## src/logic/imf_pkg.sv

```systemverilog
// imf_pkg: constants and carriers of the interrupt mask and flag unit
// assumes an Avalon-MM byte-addressed slave port, one 8-bit register a word
//
// Behaviour
// - ext irq requested only with mask bit 6 and global enable; vector 1
// - two sense bits pick rising, falling, any change or low level
// - ext pin activity counts even when the pin is driven as output
// - mask bit 5 gates pb7-4, pa7-6, pa3 changes onto vector 2
// - mask bit 4 gates pb3-0 changes onto shared vector 2
// - pin with alternate function enabled never sets pin-change flag
// - reserved bits of mask and flag registers read zero, writes ignored
// - ext flag bit 6 set on event, cleared by vectoring or write one
// - ext flag held zero while low-level sensing selected
// - pin-change flag bit 5 set on event, cleared by vectoring or write one
// - disabled pin-change group never sets the pin-change flag
// - t1 match a taken at vector 3 with mask bit 6, flag, global enable
// - t1 match b taken at vector 4 with mask bit 5, flag, global enable
// - t1 wrap taken at vector 5 with mask bit 2, flag, global enable
// - t0 wrap taken at vector 6 with mask bit 1, flag, global enable
// - flag bit 6 set on match a; write-one clears one cycle later
// - flag bit 5 set on match b; write-one clears one cycle later
// - flag bit 2 set on t1 wrap; write-one clears one cycle later
// - flag bit 1 set on t0 wrap; write-one clears at once
// - low-level mode keeps requesting while the ext pin stays low
// - wake only when two watchdog-tick samples show the required level
// - taking an irq clears global enable; return instruction sets it
// - lowest pending vector served first, ext before all others
package imf_pkg;

  localparam logic [7:0] OFS_GEN_MASK = 8'h2c;
  localparam logic [7:0] OFS_GEN_FLAGS = 8'h30;
  localparam logic [7:0] OFS_TMR_MASK = 8'h34;
  localparam logic [7:0] OFS_TMR_FLAGS = 8'h38;
  localparam logic [7:0] OFS_STATUS = 8'h3c;
  localparam logic [7:0] OFS_CONTROL = 8'h40;

  localparam int BIT_EXT = 6;
  localparam int BIT_PC_UP = 5;
  localparam int BIT_PC_LO = 4;
  localparam int BIT_EXT_FLAG = 6;
  localparam int BIT_PC_FLAG = 5;
  localparam int BIT_T1A = 6;
  localparam int BIT_T1B = 5;
  localparam int BIT_T1W = 2;
  localparam int BIT_T0W = 1;
  localparam int BIT_GIE = 7;

  localparam logic [7:0] GEN_MASK_BITS = 8'h70;
  localparam logic [7:0] GEN_FLAG_BITS = 8'h60;
  localparam logic [7:0] TMR_BITS = 8'h66;
  localparam logic [7:0] RST_REG = 8'h00;
  localparam logic [1:0] RST_SENSE = 2'h0;
  localparam int N_PC = 11;
  localparam int N_PC_LO = 4;
  localparam logic [1:0] WAKE_SAMPLES = 2'h2;

  typedef enum logic [1:0] {
    SENSE_LOW = 2'h0,
    SENSE_ANY = 2'h1,
    SENSE_FALL = 2'h2,
    SENSE_RISE = 2'h3
  } imf_sense_e;

  typedef enum logic [2:0] {
    VEC_NONE = 3'h0,
    VEC_EXT = 3'h1,
    VEC_PINCHG = 3'h2,
    VEC_T1A = 3'h3,
    VEC_T1B = 3'h4,
    VEC_T1W = 3'h5,
    VEC_T0W = 3'h6
  } imf_vec_e;

  typedef struct packed {
    logic t1_match_a;
    logic t1_match_b;
    logic t1_wrap;
    logic t0_wrap;
  } imf_tmr_evt_s;

  typedef struct packed {
    logic [7:0] gen_mask;
    logic [7:0] gen_flags;
    logic [7:0] tmr_mask;
    logic [7:0] tmr_flags;
    logic [7:0] tmr_clr_pend;
    logic gie;
    imf_sense_e sense;
    logic [N_PC-1:0] pc_prev;
    logic ext_prev;
    logic [7:0] rd_data;
    logic ack;
    logic irq_req;
    imf_vec_e irq_vec;
    logic [1:0] wake_cnt;
    logic wake_level;
    logic wake;
  } imf_state_s;

endpackage

```

## src/logic/imf_unit.sv

```systemverilog
// imf_unit: interrupt mask, flag, sensing, priority and wake logic
// assumes synchronous pin inputs, cpu pulses irq_ack for the shown vector
//
// Our own choice: the Avalon-MM interface to the registers.
`timescale 1ns/100ps
module imf_unit import imf_pkg::*; (
  input wire logic mclk,
  input wire logic reset,
  input wire logic [7:0] avs_address,
  input wire logic avs_read,
  input wire logic avs_write,
  input wire logic [31:0] avs_writedata,
  input wire logic [3:0] avs_byteenable,
  output logic [31:0] avs_readdata,
  output logic avs_waitrequest,
  input wire logic ext_pin_in,
  input wire logic [7:0] port_a_pins,
  input wire logic [7:0] port_b_pins,
  input wire logic [N_PC-1:0] alt_fn_active,
  input wire imf_tmr_evt_s tmr_evt,
  input wire logic irq_ack,
  input wire logic return_from_irq_instr,
  input wire logic sleeping,
  input wire logic wdt_osc_tick,
  output logic irq_req,
  output imf_vec_e irq_vector,
  output logic global_irq_enable,
  output logic wake_req
);

  imf_state_s st_r;
  imf_state_s st_nxt;
  logic [N_PC-1:0] pc_pins;
  logic [N_PC-1:0] pc_hit;
  logic ext_evt;
  logic level_mode;
  logic ext_low_req;
  logic [6:1] pend;
  logic wr_lane;
  logic acc;
  logic wake_want;

  ////////////////////////////////////////////////////////////////////////////
  // pin change qualification
  assign pc_pins = {port_a_pins[7:6], port_a_pins[3], port_b_pins};

  generate
    for (genvar i = 0; i < N_PC; i++) begin : g_pc
      if (i < N_PC_LO) begin : g_lo
        // lower group gated by its own enable
        assign pc_hit[i] = (pc_pins[i] ^ st_r.pc_prev[i]) &
          ~alt_fn_active[i] & st_r.gen_mask[BIT_PC_LO];
      end else begin : g_up
        // upper group gated by its own enable
        assign pc_hit[i] = (pc_pins[i] ^ st_r.pc_prev[i]) &
          ~alt_fn_active[i] & st_r.gen_mask[BIT_PC_UP];
      end
    end
  endgenerate

  ////////////////////////////////////////////////////////////////////////////
  // external pin sensing; pin level used whatever its direction
  assign level_mode = (st_r.sense == SENSE_LOW);
  always_comb begin
    unique case (st_r.sense)
      SENSE_ANY: ext_evt = ext_pin_in ^ st_r.ext_prev;
      SENSE_FALL: ext_evt = st_r.ext_prev & ~ext_pin_in;
      SENSE_RISE: ext_evt = ~st_r.ext_prev & ext_pin_in;
      SENSE_LOW: ext_evt = 1'b0;
    endcase
  end
  assign ext_low_req = level_mode & ~ext_pin_in;

  ////////////////////////////////////////////////////////////////////////////
  // pending, enabled sources by vector
  assign pend[1] = st_r.gen_mask[BIT_EXT] &
    (st_r.gen_flags[BIT_EXT_FLAG] | ext_low_req);
  assign pend[2] = st_r.gen_flags[BIT_PC_FLAG] &
    (st_r.gen_mask[BIT_PC_UP] | st_r.gen_mask[BIT_PC_LO]);
  assign pend[3] = st_r.tmr_mask[BIT_T1A] & st_r.tmr_flags[BIT_T1A];
  assign pend[4] = st_r.tmr_mask[BIT_T1B] & st_r.tmr_flags[BIT_T1B];
  assign pend[5] = st_r.tmr_mask[BIT_T1W] & st_r.tmr_flags[BIT_T1W];
  assign pend[6] = st_r.tmr_mask[BIT_T0W] & st_r.tmr_flags[BIT_T0W];

  ////////////////////////////////////////////////////////////////////////////
  // bus and wake helpers
  assign acc = (avs_read | avs_write) & ~st_r.ack;
  assign wr_lane = avs_write & avs_byteenable[0] & st_r.ack;
  always_comb begin
    unique case (st_r.sense)
      SENSE_RISE: wake_want = 1'b1;
      SENSE_ANY: wake_want = ~st_r.wake_level;
      SENSE_LOW: wake_want = 1'b0;
      SENSE_FALL: wake_want = 1'b0;
    endcase
  end

  ////////////////////////////////////////////////////////////////////////////
  // next state
  always_comb begin
    logic [7:0] wd;
    logic ack_ext;
    logic ack_pc;
    logic ack_t0;
    wd = avs_writedata[7:0];
    ack_ext = 1'b0;
    ack_pc = 1'b0;
    ack_t0 = 1'b0;
    st_nxt = st_r;
    st_nxt.pc_prev = pc_pins;
    st_nxt.ext_prev = ext_pin_in;
    st_nxt.ack = acc;
    st_nxt.wake = 1'b0;

    // register writes; reserved bits stay zero
    if (wr_lane && avs_address == OFS_GEN_MASK) begin
      st_nxt.gen_mask = wd & GEN_MASK_BITS;
    end
    if (wr_lane && avs_address == OFS_TMR_MASK) begin
      st_nxt.tmr_mask = wd & TMR_BITS;
    end
    if (wr_lane && avs_address == OFS_CONTROL) begin
      st_nxt.sense = imf_sense_e'(wd[1:0]);
    end
    if (wr_lane && avs_address == OFS_STATUS) begin
      st_nxt.gie = wd[BIT_GIE];
    end

    // vectoring clears the served flag and the global enable
    if (irq_ack && st_r.irq_req) begin
      st_nxt.gie = 1'b0;
      ack_ext = (st_r.irq_vec == VEC_EXT);
      ack_pc = (st_r.irq_vec == VEC_PINCHG);
      ack_t0 = (st_r.irq_vec == VEC_T0W);
      if (st_r.irq_vec == VEC_T1A) st_nxt.tmr_flags[BIT_T1A] = 1'b0;
      if (st_r.irq_vec == VEC_T1B) st_nxt.tmr_flags[BIT_T1B] = 1'b0;
      if (st_r.irq_vec == VEC_T1W) st_nxt.tmr_flags[BIT_T1W] = 1'b0;
    end
    if (return_from_irq_instr) begin
      st_nxt.gie = 1'b1;
    end

    // general flags: write one clears, then event sets
    if ((wr_lane && avs_address == OFS_GEN_FLAGS && wd[BIT_EXT_FLAG]) ||
        ack_ext) begin
      st_nxt.gen_flags[BIT_EXT_FLAG] = 1'b0;
    end
    if ((wr_lane && avs_address == OFS_GEN_FLAGS && wd[BIT_PC_FLAG]) ||
        ack_pc) begin
      st_nxt.gen_flags[BIT_PC_FLAG] = 1'b0;
    end
    if (ext_evt) st_nxt.gen_flags[BIT_EXT_FLAG] = 1'b1;
    if (|pc_hit) st_nxt.gen_flags[BIT_PC_FLAG] = 1'b1;
    if (level_mode) st_nxt.gen_flags[BIT_EXT_FLAG] = 1'b0;

    // timer flags: t1 clears one cycle after write, t0 at once
    st_nxt.tmr_clr_pend = RST_REG;
    if (wr_lane && avs_address == OFS_TMR_FLAGS) begin
      st_nxt.tmr_clr_pend = wd & TMR_BITS &
        ~(8'h01 << BIT_T0W);
      if (wd[BIT_T0W]) st_nxt.tmr_flags[BIT_T0W] = 1'b0;
    end
    if (ack_t0) st_nxt.tmr_flags[BIT_T0W] = 1'b0;
    st_nxt.tmr_flags = st_nxt.tmr_flags & ~st_r.tmr_clr_pend;
    if (tmr_evt.t1_match_a) st_nxt.tmr_flags[BIT_T1A] = 1'b1;
    if (tmr_evt.t1_match_b) st_nxt.tmr_flags[BIT_T1B] = 1'b1;
    if (tmr_evt.t1_wrap) st_nxt.tmr_flags[BIT_T1W] = 1'b1;
    if (tmr_evt.t0_wrap) st_nxt.tmr_flags[BIT_T0W] = 1'b1;

    // read data captured in the waiting cycle; reserved bits zero
    st_nxt.rd_data = RST_REG;
    if (acc && avs_read) begin
      unique case (avs_address)
        OFS_GEN_MASK: st_nxt.rd_data = st_r.gen_mask;
        OFS_GEN_FLAGS: st_nxt.rd_data = st_r.gen_flags;
        OFS_TMR_MASK: st_nxt.rd_data = st_r.tmr_mask;
        OFS_TMR_FLAGS: st_nxt.rd_data = st_r.tmr_flags;
        OFS_STATUS: st_nxt.rd_data = {st_r.gie, 7'h00};
        OFS_CONTROL: st_nxt.rd_data = {6'h00, st_r.sense};
        default: st_nxt.rd_data = RST_REG;
      endcase
    end

    // fixed priority, lowest vector first, under global enable
    st_nxt.irq_req = 1'b0;
    st_nxt.irq_vec = VEC_NONE;
    if (st_nxt.gie) begin
      st_nxt.irq_req = |pend;
      if (pend[1]) st_nxt.irq_vec = VEC_EXT;
      else if (pend[2]) st_nxt.irq_vec = VEC_PINCHG;
      else if (pend[3]) st_nxt.irq_vec = VEC_T1A;
      else if (pend[4]) st_nxt.irq_vec = VEC_T1B;
      else if (pend[5]) st_nxt.irq_vec = VEC_T1W;
      else if (pend[6]) st_nxt.irq_vec = VEC_T0W;
    end

    // wake: two watchdog-tick samples at the required level
    if (!sleeping) begin
      st_nxt.wake_cnt = 2'h0;
      st_nxt.wake_level = ext_pin_in;
    end else if (wdt_osc_tick && st_r.gen_mask[BIT_EXT]) begin
      if (ext_pin_in == wake_want) begin
        st_nxt.wake_cnt = st_r.wake_cnt + 2'h1;
        if (st_r.wake_cnt + 2'h1 == WAKE_SAMPLES) begin
          st_nxt.wake = 1'b1;
          st_nxt.wake_cnt = 2'h0;
        end
      end else begin
        st_nxt.wake_cnt = 2'h0;
      end
    end
  end

  always_ff @(posedge mclk or posedge reset) begin
    if (reset) begin
      st_r <= '{gen_mask: RST_REG, gen_flags: RST_REG, tmr_mask: RST_REG,
        tmr_flags: RST_REG, tmr_clr_pend: RST_REG, gie: 1'b0,
        sense: SENSE_LOW, pc_prev: '0, ext_prev: 1'b0, rd_data: RST_REG,
        ack: 1'b0, irq_req: 1'b0, irq_vec: VEC_NONE, wake_cnt: 2'h0,
        wake_level: 1'b0, wake: 1'b0};
    end else begin
      st_r <= st_nxt;
    end
  end

  ////////////////////////////////////////////////////////////////////////////
  // outputs
  assign avs_waitrequest = (avs_read | avs_write) & ~st_r.ack;
  assign avs_readdata = {24'h000000, st_r.rd_data};
  assign irq_req = st_r.irq_req;
  assign irq_vector = st_r.irq_vec;
  assign global_irq_enable = st_r.gie;
  assign wake_req = st_r.wake;
endmodule // imf_unit

```

## config.mk

```make
export PLATFORM = sky130hd
export DESIGN_NAME = imf_unit
export DESIGN_NICKNAME = d
export VERILOG_FILES = /design/src/logic/imf_pkg.sv /design/src/logic/imf_unit.sv
export SDC_FILE = /design/constraint.sdc
export NUM_CORES = 1
export LEC_CHECK = 0
export BUFFER_PORTS_ARGS = -buffer_cell sky130_fd_sc_hd__buf_2
export CAP_MARGIN = 10
export CORE_ASPECT_RATIO = 0.8
export CORE_MARGIN = 2
export CORE_UTILIZATION = 40
export CTS_BUF_LIST = sky130_fd_sc_hd__clkbuf_16
export DETAILED_ROUTE_END_ITERATION = 8
export GPL_ROUTABILITY_DRIVEN = 0
export GPL_TIMING_DRIVEN = 0
export PLACE_DENSITY = 0.83
export SYNTH_ARGS = -nofsm -noshare
export SYNTH_HDL_FRONTEND = slang
export SYNTH_SLANG_ARGS = --single-unit
export TNS_END_PERCENT = 50
```

## constraint.sdc

```tcl
create_clock -name mclk -period 1.5 [get_ports mclk]
set_input_delay 0.3 -clock mclk [delete_from_list [all_inputs] [get_ports mclk]]
set_output_delay 0.3 -clock mclk [all_outputs]
set_load 0.03 [all_outputs]
```

==> summary.md <==
| Metric | Value |
|---|---|
| TritonCTS Buffers | 5 |
| Syn_area_per_cell | ~11 um2 |
| Required @ worst endpoint | ~1.7 ns |
| Final Cycle Share | 0.995 |
| Total number of vias | between 1500 and 2000 |
| Most instantiated cells after synthesis | 47 x dfrtp_1, 35 x buf_4, 16 x nand2_1 |
| Row count | 25 |
| PortBufs | between 60 and 70 |
| GR Layer Usage met1 | 0.230 |
| Unrepaired setup endpoints after global routing | true |
| H-tree Lvls | 2 |
| Clock period minus worst slack | ~1.5 ns |
| CP arrival | between 1.5 and 2 ns |
| Largest net degree at the start of global routing | 38 |
| Startpoint Class | flip-flop |
| #FFs+latches synth | between 40 and 50 |
| Max Clk Rate | 670 MHz |
| Root Driver | clkbuf_16 |
| Post-synthesis cell count | 230 |
| Most common cell in the synthesized netlist | dfrtp_1 |
| Slack of the critical path | around 0.0072 ns |
| Synth top area share | 0.484 |
| Synth Warn # | 0 |
| TritonRoute pass-1 iters | 4 |
| Final nets | roughly 420 |
| CTS Buffer Depth | 2 |
| # DRC | 0 |
| Final Instance Count excl. Fillers | between 400 and 500 |
| Area grow syn2layout | 31.9% |
| I/O pins | ~120 |
| Worst slack at placement | -0.486 ns |
| Crit Path Max Fanout | 6 |
| GRT Util Overall | 0.178 |
| Slew Viols, Final | 0 |
| Worst min-delay path startpoint | port_b_pins[2] |
| Status | finished clean |
| Main synth FF type | dfrtp_1 |
| MaxCap Viol Count | 0 |
| Grt ovf | 0 |
| Final setup fails | 0 |
| Initial Util | 0.413 |
| Routed WL per cell | 13.6 um |
| EDFF count, synth | 0 |
| Worst Setup End Kind | flip-flop |
| Cell Area, Synth | 2430 um2 |
| Final setup skew | approximately 0.0013 ns |
| Share of layout cells above drive strength 1 | 0.415 |
| Vias in the first global route | approximately 1900 |
| Top post-synthesis cells by area | dfrtp_1 48%, buf_4 11%, xnor2_1 4.0%, mux2_2 3.7%, nand2_1 2.5% |
| Die area | 6710 um2 |
| Worst min path class | primary input to flip-flop |
| Cell taking the most area after synthesis | dfrtp_1 |
| Met2 Resource Use GR | 0.280 |
| Crit Reg-Reg Startpoint | st_r[8] |
| Asr flop ratio synth | 1.00 |
| CORE AREA | about 5900 um2 |
| Setup crit start | st_r[8] |
| Pwr Density | around 900 nW/um2 |
| Die Width | 91.1 um |
| DR iter-0 viols | 74 |
| Global route hottest layer | met2 |
| Initial antenna violation count | 0 |
| Antenna Nets Post-Route | 0 |
| Final hold vios | 0 |
| Vias per Instance | roughly 4.8 |
| Clock slew at reported path FFs | around 0.060 ns |
| CP Class | flip-flop to flip-flop |
| GRT met3 Usage | 0.0544 |
| Clock sinks | 47 |
| Hpwl dp | around 4300 um |
| CTS tree | built |
| Insertion delay to the later sink of the worst-skew pair | approximately 0.29 ns |
| Seq/Total Area, Yosys | 0.484 |
| # diodes | 0 |
| Placed Cells incl. Taps | around 400 |
| WL final | roughly 5600 um |
| TNS Setup | 0 ns |
| Synth cell types | 48 |
| Peak VDD IR | roughly 0.00038 V |
| Leak | 1.62 nW |
| Die H | ~74 um |
| Global-route wire length before repair | around 9200 um |
power by group:
part	internal, W	total [W]	switching [W]	leakage (nW)
logic	0.000208	0.000486	0.000278	0.955
registers	0.00131	0.00135	0.0000358	0.595
clock network	0.000599	0.00104	0.000439	0.0701
total	0.00212	0.00287	0.000753	1.62
worst paths after layout:
check | cells past startpoint | slack [ns] | end
worst max-delay path | 4 | 0.007 | irq_vector[0]
worst min register to register | 1 | 0.50 | st_r[3]
worst min-delay path | 1 | 0.14 | st_r[20]
max in group asynchronous | 4 | 0.53 | st_r[30]
worst max register to register | 4 | 0.007 | irq_vector[0]
min in group asynchronous | 3 | 0.49 | st_r[20]
state kept, by name, indices dropped and copies added, names as in the netlist:
signal             count
irq_req                1
st_r                  34
avs_readdata           7
irq_vector             3
wake_req               1
global_irq_enable      1
cell type report:
type	count	area, um2
Inverter	8	30.0
Clock inverter	3	11.3
Fill cell	543	2680
Tap cell	81	101
Timing Repair Buffer	68	374
Buffer	36	274
Clock buffer	5	125
Multi-Input combinational cell	163	1110
Sequential cell	47	1180
critical path: stages (launching register included):
cell,delay [ns]
dfrtp_1,0.40
nand3_4,0.14
nor4_4,0.35
mux2_4,0.37
a22oi_2,0.16
repair_timing:
action,CTS,global route
pin swaps,4,4
endpoints found under the setup margin,15,15
gates resized for setup,10,8
setup buffers,2,1
endpoints found under the hold margin,10,0
hold buffers,1,0
cell families after synthesis:
family / synth area share
other: 0.00154
adder cells (fa/ha/maj): 0.0103
XOR/XNOR: 0.0397
multiplexers: 0.0587
buffers and inverters: 0.125
flip-flops: 0.484
AO/OA/AOI/OAI: 0.105
AND/OR/NAND/NOR: 0.176
per-layer routing:
layer | share of wire | routed length, um
met5 | 0 | 0
met4 | 0.011 | 61
met3 | 0.085 | 476
met2 | 0.46 | 2580
met1 | 0.44 | 2470
layout by cell type, fill, tap and decap left out, types with 3 or more instances in the layout:
cell	netlist	routed
conb_1	1	25
buf_2	0	62
and2_1	4	4
clkbuf_16	0	5
o21ai_0	8	7
a21oi_1	10	8
nor3_1	6	6
o22ai_1	5	5
nand4_1	3	3
nor2_1	10	9
inv_1	8	8
buf_4	35	38
nor2b_1	3	3
xnor2_1	11	11
a22oi_1	4	3
nand3_1	4	3
mux2i_1	3	3
mux2_2	8	7
dfrtp_1	47	46
nand2_1	16	16
nand2b_1	6	6
stage by stage:
| stage | hold WS (ns) | total power, W | util | area, um2 |
|---|---|---|---|---|
| after CTS | 0.137 | 0.00288 | 0.539 | 3170 |
| after detailed placement | 0.242 | 0.00182 | 0.503 | 2960 |
| after global placement | 0.433 | 0.00180 | 0.499 | 2940 |
| final | 0.140 | 0.00287 | 0.545 | 3200 |
| after floorplan | 0.331 | 0.00167 | - | 2520 |
| after global routing | 0.138 | 0.00300 | 0.545 | 3200 |
No activity file was read; power rests on OpenSTA's default activity.
